File: src/hdl/dehm_pkg.sv
`default_nettype none
package dehm_pkg;
   // ----------------------------------------
   // Clock and timing
   // ----------------------------------------
   localparam int unsigned CLK_PERIOD_NS = 100;
   localparam int unsigned MS_NS         = 1_000_000;
   localparam int unsigned CYC_PER_MS    = MS_NS / CLK_PERIOD_NS;
   localparam logic [23:0] PHASE_WRAP    = 24'h989680;  // Clock rate in Hz

   // ----------------------------------------
   // Step smoothing filter
   // ----------------------------------------
   localparam logic [11:0] FILT_HZ_MAX = 12'h9C4;  // 2500 Hz
   localparam logic [11:0] FILT_HZ_RST = 12'h000;
   localparam logic [7:0]  SUB_STEPS   = 8'h04;    // Fine pulses per coarse step

   // ----------------------------------------
   // Enable usage codes and I/O points
   // ----------------------------------------
   localparam logic [2:0] USE_MAIN_OPEN   = 3'h1;
   localparam logic [2:0] USE_MAIN_CLOSED = 3'h2;
   localparam logic [2:0] USE_NONE        = 3'h3;
   localparam logic [2:0] USE_ALT_OPEN    = 3'h4;
   localparam logic [2:0] USE_ALT_CLOSED  = 3'h5;
   localparam logic [1:0] PT_NONE         = 2'h0;
   localparam logic [1:0] PT_ONE          = 2'h1;
   localparam logic [1:0] PT_THREE        = 2'h3;

   // ----------------------------------------
   // Speed-change control modes, alarm-reset usage
   // ----------------------------------------
   localparam logic [4:0] CM_SPD_A  = 5'h0D;
   localparam logic [4:0] CM_SPD_B  = 5'h0E;
   localparam logic [4:0] CM_SPD_C  = 5'h11;
   localparam logic [4:0] CM_SPD_D  = 5'h12;
   localparam logic [1:0] AR_OPEN   = 2'h1;
   localparam logic [1:0] AR_CLOSED = 2'h2;
   localparam logic [1:0] AR_FREE   = 2'h3;

   typedef enum logic [1:0] {DEHM_LOW, DEHM_HIGH, DEHM_FALL, DEHM_RISE} dehm_cond_e;
endpackage : dehm_pkg
`default_nettype wire

File: src/hdl/dehm_home_if.sv
`default_nettype none
interface dehm_home_if;
   logic        start;
   logic        dir_neg;
   logic        home_hit;
   logic        lim_cw;
   logic        lim_ccw;
   logic        stopped;
   logic        arrived;
   logic [31:0] pos;
   logic        run;
   logic        dir_ccw;
   logic        goto_pos;
   logic [31:0] target;
   logic        busy;
   logic        done;
   modport top (output start, dir_neg, home_hit, lim_cw, lim_ccw, stopped, arrived, pos,
                input  run, dir_ccw, goto_pos, target, busy, done);
   modport seq (input  start, dir_neg, home_hit, lim_cw, lim_ccw, stopped, arrived, pos,
                output run, dir_ccw, goto_pos, target, busy, done);
endinterface : dehm_home_if
`default_nettype wire

File: src/hdl/dehm_homer.sv
`default_nettype none
module dehm_homer (
   input wire logic  clk_sys,
   input wire logic  rst_n,
   dehm_home_if.seq  hi
);
   typedef enum logic [2:0] {H_IDLE, H_SEEK, H_REV, H_STOP, H_RET} dehm_hstate_e;

   dehm_hstate_e state;
   logic         orig_ccw;

   // Limit lying in the present travel direction
   wire lim_ahead = hi.dir_ccw ? hi.lim_ccw : hi.lim_cw;

   // ----------------------------------------
   // Sequencer, independent of any multitask setting
   // ----------------------------------------
   always_ff @(posedge clk_sys or negedge rst_n) begin
      if (!rst_n) begin
         state       <= H_IDLE;
         orig_ccw    <= 1'b0;
         hi.run      <= 1'b0;
         hi.dir_ccw  <= 1'b0;
         hi.goto_pos <= 1'b0;
         hi.target   <= 32'h0000_0000;
         hi.busy     <= 1'b0;
         hi.done     <= 1'b0;
      end else begin
         hi.goto_pos <= 1'b0;
         hi.done     <= 1'b0;
         case (state)
            H_IDLE: begin
               if (hi.start) begin
                  orig_ccw   <= hi.dir_neg;
                  hi.dir_ccw <= hi.dir_neg;
                  hi.run     <= 1'b1;
                  hi.busy    <= 1'b1;
                  state      <= H_SEEK;
               end
            end
            H_SEEK: begin
               if (hi.home_hit) begin
                  hi.target <= hi.pos;
                  hi.run    <= 1'b0;
                  state     <= H_STOP;
               end else if (lim_ahead) begin
                  hi.dir_ccw <= ~hi.dir_ccw;
                  state      <= H_REV;
               end
            end
            H_REV: begin
               if (lim_ahead) begin
                  hi.dir_ccw <= orig_ccw;
                  state      <= H_SEEK;
               end
            end
            H_STOP: begin
               if (hi.stopped) begin
                  hi.goto_pos <= 1'b1;
                  state       <= H_RET;
               end
            end
            H_RET: begin
               if (hi.arrived) begin
                  hi.busy <= 1'b0;
                  hi.done <= 1'b1;
                  state   <= H_IDLE;
               end
            end
            default: begin
               state <= H_IDLE;
            end
         endcase
      end
   end

   // ----------------------------------------
   // Checks
   // ----------------------------------------
   AST_HOME_CAPTURE: assert property (
      @(posedge clk_sys) disable iff (!rst_n)
      (state == H_SEEK && hi.home_hit) |=> (hi.target == $past(hi.pos)) && !hi.run)
      else $error("home position not captured with stop");
   AST_DIR_START: assert property (
      @(posedge clk_sys) disable iff (!rst_n)
      (state == H_IDLE && hi.start) |=> hi.run && (hi.dir_ccw == $past(hi.dir_neg)))
      else $error("homing direction does not follow travel sign");
   AST_REVERSE: assert property (
      @(posedge clk_sys) disable iff (!rst_n)
      (state == H_SEEK && !hi.home_hit && lim_ahead) |=> (hi.dir_ccw != $past(hi.dir_ccw)) && hi.run)
      else $error("no reversal at limit");
   AST_RETURN: assert property (
      @(posedge clk_sys) disable iff (!rst_n)
      (state == H_STOP && hi.stopped) |=> hi.goto_pos ##1 !hi.goto_pos)
      else $error("return move not issued once");
   COV_REVERSE: cover property (@(posedge clk_sys) disable iff (!rst_n) state == H_REV ##[1:1000] hi.done);
   COV_DIRECT: cover property (@(posedge clk_sys) disable iff (!rst_n) state == H_STOP ##[1:100] hi.done);
endmodule : dehm_homer
`default_nettype wire

File: src/hdl/dehm_top.sv
`default_nettype none
module dehm_top #(
   parameter int          CYC_PER_MS = dehm_pkg::CYC_PER_MS,
   parameter bit          ALT_INPUT  = 1'b0,
   parameter bit          FLEX_IO    = 1'b0,
   parameter logic [15:0] LOW_RES    = 16'h0190
) (
   input  wire logic                 clk_sys,
   input  wire logic                 rst_n,
   input  wire logic                 filter_wr,
   input  wire logic [11:0]          filter_hz_in,
   output logic      [11:0]          step_smoothing_filter,
   input  wire logic [15:0]          microstep_resolution,
   input  wire logic                 step_in_raw,
   output logic                      step_out,
   input  wire logic                 seek_home,
   input  wire logic [1:0]           home_point,
   input  wire dehm_pkg::dehm_cond_e home_cond,
   input  wire logic                 travel_length_neg,
   input  wire logic [15:0]          speed_setting,
   input  wire logic [15:0]          speedup_rate,
   input  wire logic [15:0]          slowdown_rate,
   input  wire logic [3:0]           in_raw,
   input  wire logic                 limit_cw_raw,
   input  wire logic                 limit_ccw_raw,
   input  wire logic                 mot_stopped,
   input  wire logic                 mot_arrived,
   input  wire logic [31:0]          position_abs,
   output logic      [15:0]          mot_speed,
   output logic      [15:0]          mot_accel,
   output logic      [15:0]          mot_decel,
   output logic                      mot_run,
   output logic                      mot_dir_ccw,
   output logic                      mot_goto,
   output logic      [31:0]          mot_target,
   output logic                      homing,
   output logic                      home_done,
   input  wire logic                 usage_wr,
   input  wire logic [2:0]           usage_in,
   input  wire logic [1:0]           point_in,
   input  wire logic [3:0]           io_dir_input,
   input  wire logic                 mode_wr,
   input  wire logic [4:0]           control_mode_select,
   input  wire logic                 alarm_wr,
   input  wire logic [1:0]           alarm_in,
   input  wire logic                 main_board_input_three,
   input  wire logic                 alternate_input_three,
   input  wire logic                 motor_on_request,
   input  wire logic                 motor_off_request,
   input  wire logic                 brake_out_on,
   input  wire logic [15:0]          brake_release_delay,
   output logic      [2:0]           enable_usage,
   output logic      [1:0]           enable_point,
   output logic      [1:0]           alarm_reset_input_usage,
   output logic                      speed_change_in,
   output logic                      drive_enabled
);
   // ----------------------------------------
   // Input synchronisers
   // ----------------------------------------
   localparam int SW = 9;
   logic [SW-1:0] meta;
   logic [SW-1:0] sync;
   logic [SW-1:0] prev;

   // Two stages on every pin, one more stage for edge detection
   always_ff @(posedge clk_sys or negedge rst_n) begin
      if (!rst_n) begin
         meta <= '0;
         sync <= '0;
         prev <= '0;
      end else begin
         meta <= {step_in_raw, main_board_input_three, alternate_input_three,
                  limit_cw_raw, limit_ccw_raw, in_raw};
         sync <= meta;
         prev <= sync;
      end
   end

   wire [3:0] in_s    = sync[3:0];
   wire [3:0] in_p    = prev[3:0];
   wire       lccw_s  = sync[4];
   wire       lcw_s   = sync[5];
   wire       alt_s   = sync[6];
   wire       main_s  = sync[7];
   wire       step_up = sync[8] && !prev[8];

   // ----------------------------------------
   // Step smoothing filter
   // ----------------------------------------
   logic [23:0] acc;
   logic [7:0]  pend;

   // Filter setting accepts only in-range values
   wire        filt_ok   = filter_wr && (filter_hz_in <= dehm_pkg::FILT_HZ_MAX);
   wire        coarse    = (step_smoothing_filter != dehm_pkg::FILT_HZ_RST) && (microstep_resolution < LOW_RES);
   wire [23:0] ph_inc    = 24'(step_smoothing_filter * dehm_pkg::SUB_STEPS);
   wire [23:0] ph_sum    = acc + ph_inc;
   wire        tick      = ph_sum >= dehm_pkg::PHASE_WRAP;
   wire        emit      = coarse && tick && (pend != 8'h00);
   wire [7:0]  add_sub   = (coarse && step_up) ? dehm_pkg::SUB_STEPS : 8'h00;
   wire [7:0]  next_pend = coarse ? 8'(pend + add_sub - {7'h00, emit}) : 8'h00;

   always_ff @(posedge clk_sys or negedge rst_n) begin
      if (!rst_n) begin
         step_smoothing_filter <= dehm_pkg::FILT_HZ_RST;
      end else if (filt_ok) begin
         step_smoothing_filter <= filter_hz_in;
      end
   end

   // Phase accumulator paces fine pulses at filter rate times sub-steps
   always_ff @(posedge clk_sys or negedge rst_n) begin
      if (!rst_n) begin
         acc      <= 24'h000000;
         pend     <= 8'h00;
         step_out <= 1'b0;
      end else begin
         acc      <= tick ? 24'(ph_sum - dehm_pkg::PHASE_WRAP) : ph_sum;
         pend     <= next_pend;
         step_out <= coarse ? emit : step_up;
      end
   end

   // ----------------------------------------
   // Homing front end
   // ----------------------------------------
   dehm_home_if hif ();
   dehm_pkg::dehm_cond_e cnd;
   logic [1:0]           hpt;

   wire hs_now = in_s[hpt];
   wire hs_was = in_p[hpt];
   wire start  = seek_home && !hif.busy;

   // Home condition judged on synchronised samples only
   function automatic logic dehm_cond_hit(input dehm_pkg::dehm_cond_e c, input logic now, input logic was);
      case (c)
         dehm_pkg::DEHM_LOW:  dehm_cond_hit = !now;
         dehm_pkg::DEHM_HIGH: dehm_cond_hit = now;
         dehm_pkg::DEHM_FALL: dehm_cond_hit = was && !now;
         dehm_pkg::DEHM_RISE: dehm_cond_hit = !was && now;
         default:             dehm_cond_hit = 1'b0;
      endcase
   endfunction : dehm_cond_hit

   assign hif.start    = start;
   assign hif.dir_neg  = travel_length_neg;
   assign hif.home_hit = dehm_cond_hit(cnd, hs_now, hs_was);
   assign hif.lim_cw   = lcw_s;
   assign hif.lim_ccw  = lccw_s;
   assign hif.stopped  = mot_stopped;
   assign hif.arrived  = mot_arrived;
   assign hif.pos      = position_abs;

   // Latch sensor choice and motion settings at the request
   always_ff @(posedge clk_sys or negedge rst_n) begin
      if (!rst_n) begin
         cnd       <= dehm_pkg::DEHM_LOW;
         hpt       <= 2'h0;
         mot_speed <= 16'h0000;
         mot_accel <= 16'h0000;
         mot_decel <= 16'h0000;
      end else if (start) begin
         cnd       <= home_cond;
         hpt       <= home_point;
         mot_speed <= speed_setting;
         mot_accel <= speedup_rate;
         mot_decel <= slowdown_rate;
      end
   end

   dehm_homer u_homer (
      .clk_sys (clk_sys),
      .rst_n   (rst_n),
      .hi      (hif)
   );

   assign mot_run     = hif.run;
   assign mot_dir_ccw = hif.dir_ccw;
   assign mot_goto    = hif.goto_pos;
   assign mot_target  = hif.target;
   assign homing      = hif.busy;
   assign home_done   = hif.done;

   // ----------------------------------------
   // Enable input claims
   // ----------------------------------------
   logic cm_speed;
   logic en_speed;
   logic man_on;

   wire spd_sel  = (control_mode_select == dehm_pkg::CM_SPD_A) || (control_mode_select == dehm_pkg::CM_SPD_B)
                || (control_mode_select == dehm_pkg::CM_SPD_C) || (control_mode_select == dehm_pkg::CM_SPD_D);
   wire pt_ok    = (point_in == dehm_pkg::PT_ONE) || (point_in == dehm_pkg::PT_THREE);
   wire pt_in    = io_dir_input[2'(point_in - 2'h1)];
   wire code_ok  = FLEX_IO ? ((usage_in >= dehm_pkg::USE_MAIN_OPEN) && (usage_in <= dehm_pkg::USE_NONE)
                            && pt_ok && pt_in)
                           : ((usage_in >= dehm_pkg::USE_MAIN_OPEN)
                            && (usage_in <= (ALT_INPUT ? dehm_pkg::USE_ALT_CLOSED : dehm_pkg::USE_NONE)));
   wire use_ok   = usage_wr && !cm_speed && code_ok;
   wire claim_en = use_ok && (usage_in != dehm_pkg::USE_NONE);
   wire ai_claim = alarm_wr && ((alarm_in == dehm_pkg::AR_OPEN) || (alarm_in == dehm_pkg::AR_CLOSED));

   // Control mode, then alarm use, then enable use take the input
   always_ff @(posedge clk_sys or negedge rst_n) begin
      if (!rst_n) begin
         cm_speed                <= 1'b0;
         en_speed                <= 1'b0;
         enable_usage            <= dehm_pkg::USE_NONE;
         enable_point            <= dehm_pkg::PT_NONE;
         alarm_reset_input_usage <= dehm_pkg::AR_FREE;
      end else if (mode_wr) begin
         cm_speed <= spd_sel;
         en_speed <= spd_sel;
         if (spd_sel) begin
            enable_usage            <= dehm_pkg::USE_NONE;
            alarm_reset_input_usage <= dehm_pkg::AR_FREE;
         end
      end else if (ai_claim) begin
         en_speed                <= 1'b0;
         enable_usage            <= dehm_pkg::USE_NONE;
         alarm_reset_input_usage <= alarm_in;
      end else if (use_ok) begin
         enable_usage <= usage_in;
         enable_point <= FLEX_IO ? point_in : dehm_pkg::PT_NONE;
         if (claim_en) begin
            alarm_reset_input_usage <= dehm_pkg::AR_FREE;
         end
      end
   end

   // ----------------------------------------
   // Drive enable and brake delay
   // ----------------------------------------
   logic [15:0] presc;
   logic [15:0] ms_cnt;
   logic        spd_lvl;

   wire lvl_main  = FLEX_IO ? in_s[2'(enable_point - 2'h1)] : main_s;
   wire want_on   = (enable_usage == dehm_pkg::USE_MAIN_OPEN)   ?  lvl_main :
                    (enable_usage == dehm_pkg::USE_MAIN_CLOSED) ? !lvl_main :
                    (enable_usage == dehm_pkg::USE_ALT_OPEN)    ?  alt_s    :
                    (enable_usage == dehm_pkg::USE_ALT_CLOSED)  ? !alt_s    :
                    man_on;
   wire ms_tick   = presc == 16'(CYC_PER_MS - 1);
   wire hold_brk  = brake_out_on && (ms_cnt < brake_release_delay);

   // Manual on/off latch used only when no input is assigned
   always_ff @(posedge clk_sys or negedge rst_n) begin
      if (!rst_n) begin
         man_on <= 1'b0;
      end else if (motor_on_request) begin
         man_on <= 1'b1;
      end else if (motor_off_request) begin
         man_on <= 1'b0;
      end
   end

   // Disable waits out the brake delay in whole milliseconds
   always_ff @(posedge clk_sys or negedge rst_n) begin
      if (!rst_n) begin
         drive_enabled <= 1'b0;
         presc         <= 16'h0000;
         ms_cnt        <= 16'h0000;
      end else if (want_on || !drive_enabled) begin
         drive_enabled <= want_on;
         presc         <= 16'h0000;
         ms_cnt        <= 16'h0000;
      end else if (hold_brk) begin
         presc  <= ms_tick ? 16'h0000 : 16'(presc + 16'h0001);
         ms_cnt <= ms_tick ? 16'(ms_cnt + 16'h0001) : ms_cnt;
      end else begin
         drive_enabled <= 1'b0;
      end
   end

   // Main enable pin doubles as speed-change input in those modes, until an alarm claim takes the input
   always_ff @(posedge clk_sys or negedge rst_n) begin
      if (!rst_n) begin
         spd_lvl <= 1'b0;
      end else begin
         spd_lvl <= en_speed && main_s;
      end
   end
   assign speed_change_in = spd_lvl;

   // ----------------------------------------
   // Checks
   // ----------------------------------------
   AST_FILT_WRITE: assert property (
      @(posedge clk_sys) disable iff (!rst_n)
      filter_wr |=> (step_smoothing_filter == ($past(filter_hz_in) <= dehm_pkg::FILT_HZ_MAX
                    ? $past(filter_hz_in) : $past(step_smoothing_filter))))
      else $error("filter setting wrong after write");
   AST_SPEED_FORCE: assert property (
      @(posedge clk_sys) disable iff (!rst_n)
      (mode_wr && spd_sel) |=> (enable_usage == dehm_pkg::USE_NONE) && cm_speed)
      else $error("speed mode did not force usage three");
   AST_ALARM_FORCE: assert property (
      @(posedge clk_sys) disable iff (!rst_n)
      (!mode_wr && ai_claim) |=> (enable_usage == dehm_pkg::USE_NONE) ##1 !speed_change_in)
      else $error("alarm claim did not force usage three");
   AST_SPEED_BLOCK: assert property (
      @(posedge clk_sys) disable iff (!rst_n)
      (cm_speed && usage_wr && !mode_wr && !ai_claim) |=> $stable(enable_usage))
      else $error("usage changed in speed mode");
   AST_OPEN_ENABLE: assert property (
      @(posedge clk_sys) disable iff (!rst_n)
      (enable_usage == dehm_pkg::USE_MAIN_OPEN && lvl_main) |=> drive_enabled)
      else $error("open input did not enable");
   AST_CLOSED_ENABLE: assert property (
      @(posedge clk_sys) disable iff (!rst_n)
      (enable_usage == dehm_pkg::USE_MAIN_CLOSED && !lvl_main) |=> drive_enabled)
      else $error("closed input did not enable");
   AST_MANUAL_OFF: assert property (
      @(posedge clk_sys) disable iff (!rst_n)
      (enable_usage == dehm_pkg::USE_NONE && motor_off_request && !motor_on_request && !brake_out_on)
      |=> ##1 !drive_enabled)
      else $error("off request did not disable");
   AST_BRAKE_HOLD: assert property (
      @(posedge clk_sys) disable iff (!rst_n)
      (drive_enabled && !want_on && hold_brk) |=> drive_enabled)
      else $error("drive dropped before brake delay");
   COV_SPEED_MODE: cover property (@(posedge clk_sys) disable iff (!rst_n) mode_wr && spd_sel);
   COV_BRAKE: cover property (@(posedge clk_sys) disable iff (!rst_n) drive_enabled && hold_brk && !want_on);
   COV_SMOOTH: cover property (@(posedge clk_sys) disable iff (!rst_n) emit);
endmodule : dehm_top
`default_nettype wire

File: config.mk
export PLATFORM = sky130hd
export DESIGN_NAME = dehm_top
export DESIGN_NICKNAME = d
export VERILOG_FILES = /design/src/hdl/dehm_pkg.sv /design/src/hdl/dehm_home_if.sv /design/src/hdl/dehm_homer.sv /design/src/hdl/dehm_top.sv
export SDC_FILE = /design/constraint.sdc
export NUM_CORES = 1
export LEC_CHECK = 0
export BUFFER_PORTS_ARGS = -buffer_cell sky130_fd_sc_hd__buf_4
export CAP_MARGIN = 40
export CORE_MARGIN = 2
export CORE_UTILIZATION = 25
export CTS_BUF_LIST = sky130_fd_sc_hd__clkbuf_16
export CTS_CLUSTER_DIAMETER = 200
export DETAILED_ROUTE_END_ITERATION = 8
export GPL_TIMING_DRIVEN = 0
export PLACE_DENSITY = 0.53
export REMOVE_ABC_BUFFERS = 1
export SYNTH_ARGS = -nofsm -noshare
export SYNTH_HDL_FRONTEND = slang
export SYNTH_SLANG_ARGS = --single-unit
File: constraint.sdc
create_clock -name clk_sys -period 10.6 [get_ports clk_sys]
set_input_delay 2.12 -clock clk_sys [delete_from_list [all_inputs] [get_ports clk_sys]]
set_output_delay 2.12 -clock clk_sys [all_outputs]
set_load 0.005 [all_outputs]
==> key figures <==
Placed design
  • Gpl congestion: 0.7843
  • Final HPWL DP: between 15000 and 20000 µm
  • I/O Buffers: 260
  • Pre-CTS setup slack: approximately 5000 ps

Synth
  • Mapped Area: about 0.0099 mm²
  • Seq/Total Area, Yosys: 0.5075
  • Top cell type's share of synthesized area: 0.4969
  • Async S/R FF share, synth: 1.000
  • Commonest cells post-synth: nand2_1 (220), dfrtp_1 (197), inv_1 (51)
  • Synth cell types: 72
  • Synthesized area per cell: 9.951 µm²
  • Synthesized flop and latch total: about 200
  • Most common cell in the netlist: nand2_1
  • Synth warn: 0
  • EDFF count, synth: 0
  • Synth Flop Type: dfrtp_1
  • Mapped Cells: about 1000
  • Synth area leader: dfrtp_1
  • Dominant cells by area after synthesis: dfrtp_1 (50%), nand2_1 (8.3%), mux2_2 (5.1%)

Cells and area
  • Nets: 1466
  • Filler cell count: 4011
  • Layout cell share with drive strength beyond 1: 0.2952
  • ANT cells: 0
  • Final core occ: 0.3430
  • Syn-to-layout area delta: 34.54%

Min path
  • Hold Crit Class: flop to flop
  • Hold Crit Start: meta[8]$_DFF_PN0_

Timing
  • RSZ-0062 raised after global routing: false
  • PnR worst setup slack: around 5400 ps
  • Final Slew Violations: 0
  • Worst clock skew: roughly 8.5 ps
  • Final Cycle Share: 0.4939
  • Worst slew pin tran: around 880 ps
  • Worst slew margin: 0.4139
  • Setup TNS: 0 ps
  • Crit path time final: roughly 5200 ps
  • # setup viols final: 0
  • Fmax: ~190 MHz
  • Fin. Hold Viols: 0

Pwr
  • Internal: between 2000 and 2500 µW
  • Switching Power: 1133 µW
  • Switch share: 0.3485
  • Pwr/cell area: roughly 240 mW/mm²
  • Reg power frac: 0.354
  • Peak supply drop: about 0.00016 V
  • Lkg Pwr: roughly 0.0063 µW
  • Clock power share: 0.253
  • Logic pwr share: 0.393

Setup path
  • Slowest cell on the critical path: fa_1
  • CP peak stage delay: about 450 ps
  • Worst path top cell family by delay: compound AO/OA/AOI/OAI gates
  • Cell mode on critical path: ha_1
  • Worst-path fanout max: 9
  • Worst Path Class, Setup: flop to flop
  • Setup crit start: step_smoothing_filter[0]$_DFFE_PN0P_
  • Critical path launch point type: flop
  • Worst path bufs/invs: 1
  • Crit. End Element: flop
  • CP Data Required Time: approximately 11000 ps
  • Crit path cell chain: ha_1, fa_1, a211oi_1, o211ai_2, a32oi_2, or2_1, nand4_1, a41o_1, nor4_1, ha_1, inv_1, ha_1, fa_1, a21o_1, a21oi_1, o21bai_1, a21oi_1, xnor2_1, nor2_1
  • Worst R2R Start: step_smoothing_filter[0]$_DFFE_PN0P_
  • WP data arrival: ~5600 ps

Detailed routing
  • Vias: approximately 8100
  • Routed len/inst: about 14 µm
  • Initial DRT Pass Iterations: 4
  • DR vias/cell: between 4 and 5
  • Routed WL: 25070 µm
  • Drt initial violations: roughly 330
  • DR DRC count: 0
  • DRT antenna net count: 0

Global route
  • First-pass GRT wire length: between 40000 and 50000 µm
  • Largest net degree at the start of global routing: about 110
  • Vias in the first global route: 8475
  • Gr usage total: 0.1235
  • Total grt overflow: 0
  • Initial antenna violation count: 0

Clock network
  • Clock Sinks: 201
  • Num CTS Buffers: 26
  • Post-CTS setup buffer count: 0
  • H-tree lvl count: 1
  • Hold_buf cts: 0
  • CTS root buf: clkbuf_16
  • CTS max path bufs: 3
  • Cts repair resizes: 0
  • Clk pin slew, worst setup/hold paths: 60 ps
  • Clock latency on the worst-skew pair: around 530 ps
  • CTS tree: done

Floorplanning
  • Die H: 203.2 µm
  • Die Area: ~0.041 mm²
  • Row cnt: just over 70
  • Starting Density: 0.2549
  • Core Area: 0.03892 mm²
  • I/O Pins: 273
  • Die Wd: between 200 and 250 µm

Run
  • MaxCap Viol Count: 0

Outcome
  • Status: completed
-- cells by family after synthesis --
family	count (synthesis)	share of synthesized area
other	1	0.0003780
buffers and inverters	89	0.03620
adders and majority gates	42	0.05448
DFF	201	0.5075
xor gates and xnor gates	39	0.03443
and+or+nand+nor	386	0.1761
muxes	55	0.06369
AOI/OAI and AO/OA	184	0.1273
-- layer usage --
layer,wire length [µm],vias up,global-route usage,share of wire
met5,0,-,0,0
met4,493,0,0.02972,0.020
met3,2132,33,0.04187,0.085
met2,11600,230,0.2045,0.46
met1,10840,3896,0.1548,0.43
li1,-,3986,-,-
-- registers in the layout (all words and copies together), names as in the netlist, 5 cells and up --
name and flops:
acc 22, meta 9, mot_accel 16, mot_decel 16, mot_speed 16, ms_cnt 16
pend 8, presc 16, prev 5, step_smoothing_filter 12, sync 9, u_homer.hi.target 32
-- per-stage QoR --
stage	instances	hold slack, ps	total power [µW]	cell area (µm²)
finish	1795	346.0	3250	13350
global route	1795	354.7	3513	13350
CTS	1795	344.4	3307	13350
detailed placement	1748	334.7	2452	12550
global placement	1738	333.8	2410	12360
floorplan	960	331.2	1893	9757
-- power by group through the flow --
stage / logic (µW) / clock network, µW / registers (µW)
final: 1280 / 822 / 1150
after global routing: 1440 / 889 / 1190
after CTS: 1300 / 856 / 1150
after detailed placement: 1290 / 0 / 1160
after global placement: 1260 / 0 / 1150
after floorplan: 744 / 0 / 1150
-- path summary, 6_finish.rpt --
| check | to | slack (ps) | cells past startpoint |
|---|---|---|---|
| min in group asynchronous | ms_cnt[10]$_DFFE_PN0P_ | 1580 | 1 |
| max | pend[7]$_DFF_PN0_ | 5360 | 19 |
| max reg2reg | pend[7]$_DFF_PN0_ | 5360 | 19 |
| min | sync[8]$_DFF_PN0_ | 350 | 0 |
| max in group asynchronous | u_homer.state[0]$_DFFE_PN0P_ | 7990 | 2 |
| min reg2reg | sync[8]$_DFF_PN0_ | 350 | 0 |
-- cell usage in the layout, fill, tap and decap left out, drive strengths merged, types with 15 or more instances in the layout --
| master | instances |
|---|---|
| nand2 | 220 |
| o21ai | 35 |
| clkbuf | 27 |
| ha | 40 |
| mux2 | 45 |
| o31ai | 15 |
| nand3 | 26 |
| inv | 57 |
| nor2 | 50 |
| xnor2 | 23 |
| buf | 270 |
| dfrtp | 197 |
| xor2 | 16 |
| a21oi | 51 |
-- cell type report --
type / count / area [µm²] / share of cell area
clock inverter: 20 / 120.1 / 0.008999
sequential: 201 / 5035 / 0.3772
clock buffer: 27 / 675.6 / 0.05062
inverter: 51 / 191.4 / 0.01434
multi-input combinational: 708 / 4549 / 0.3408
timing repair buffer: 270 / 2128 / 0.1594
tap: 518 / 648.1 / 0.04856
Power figures use the tool's default switching activity.
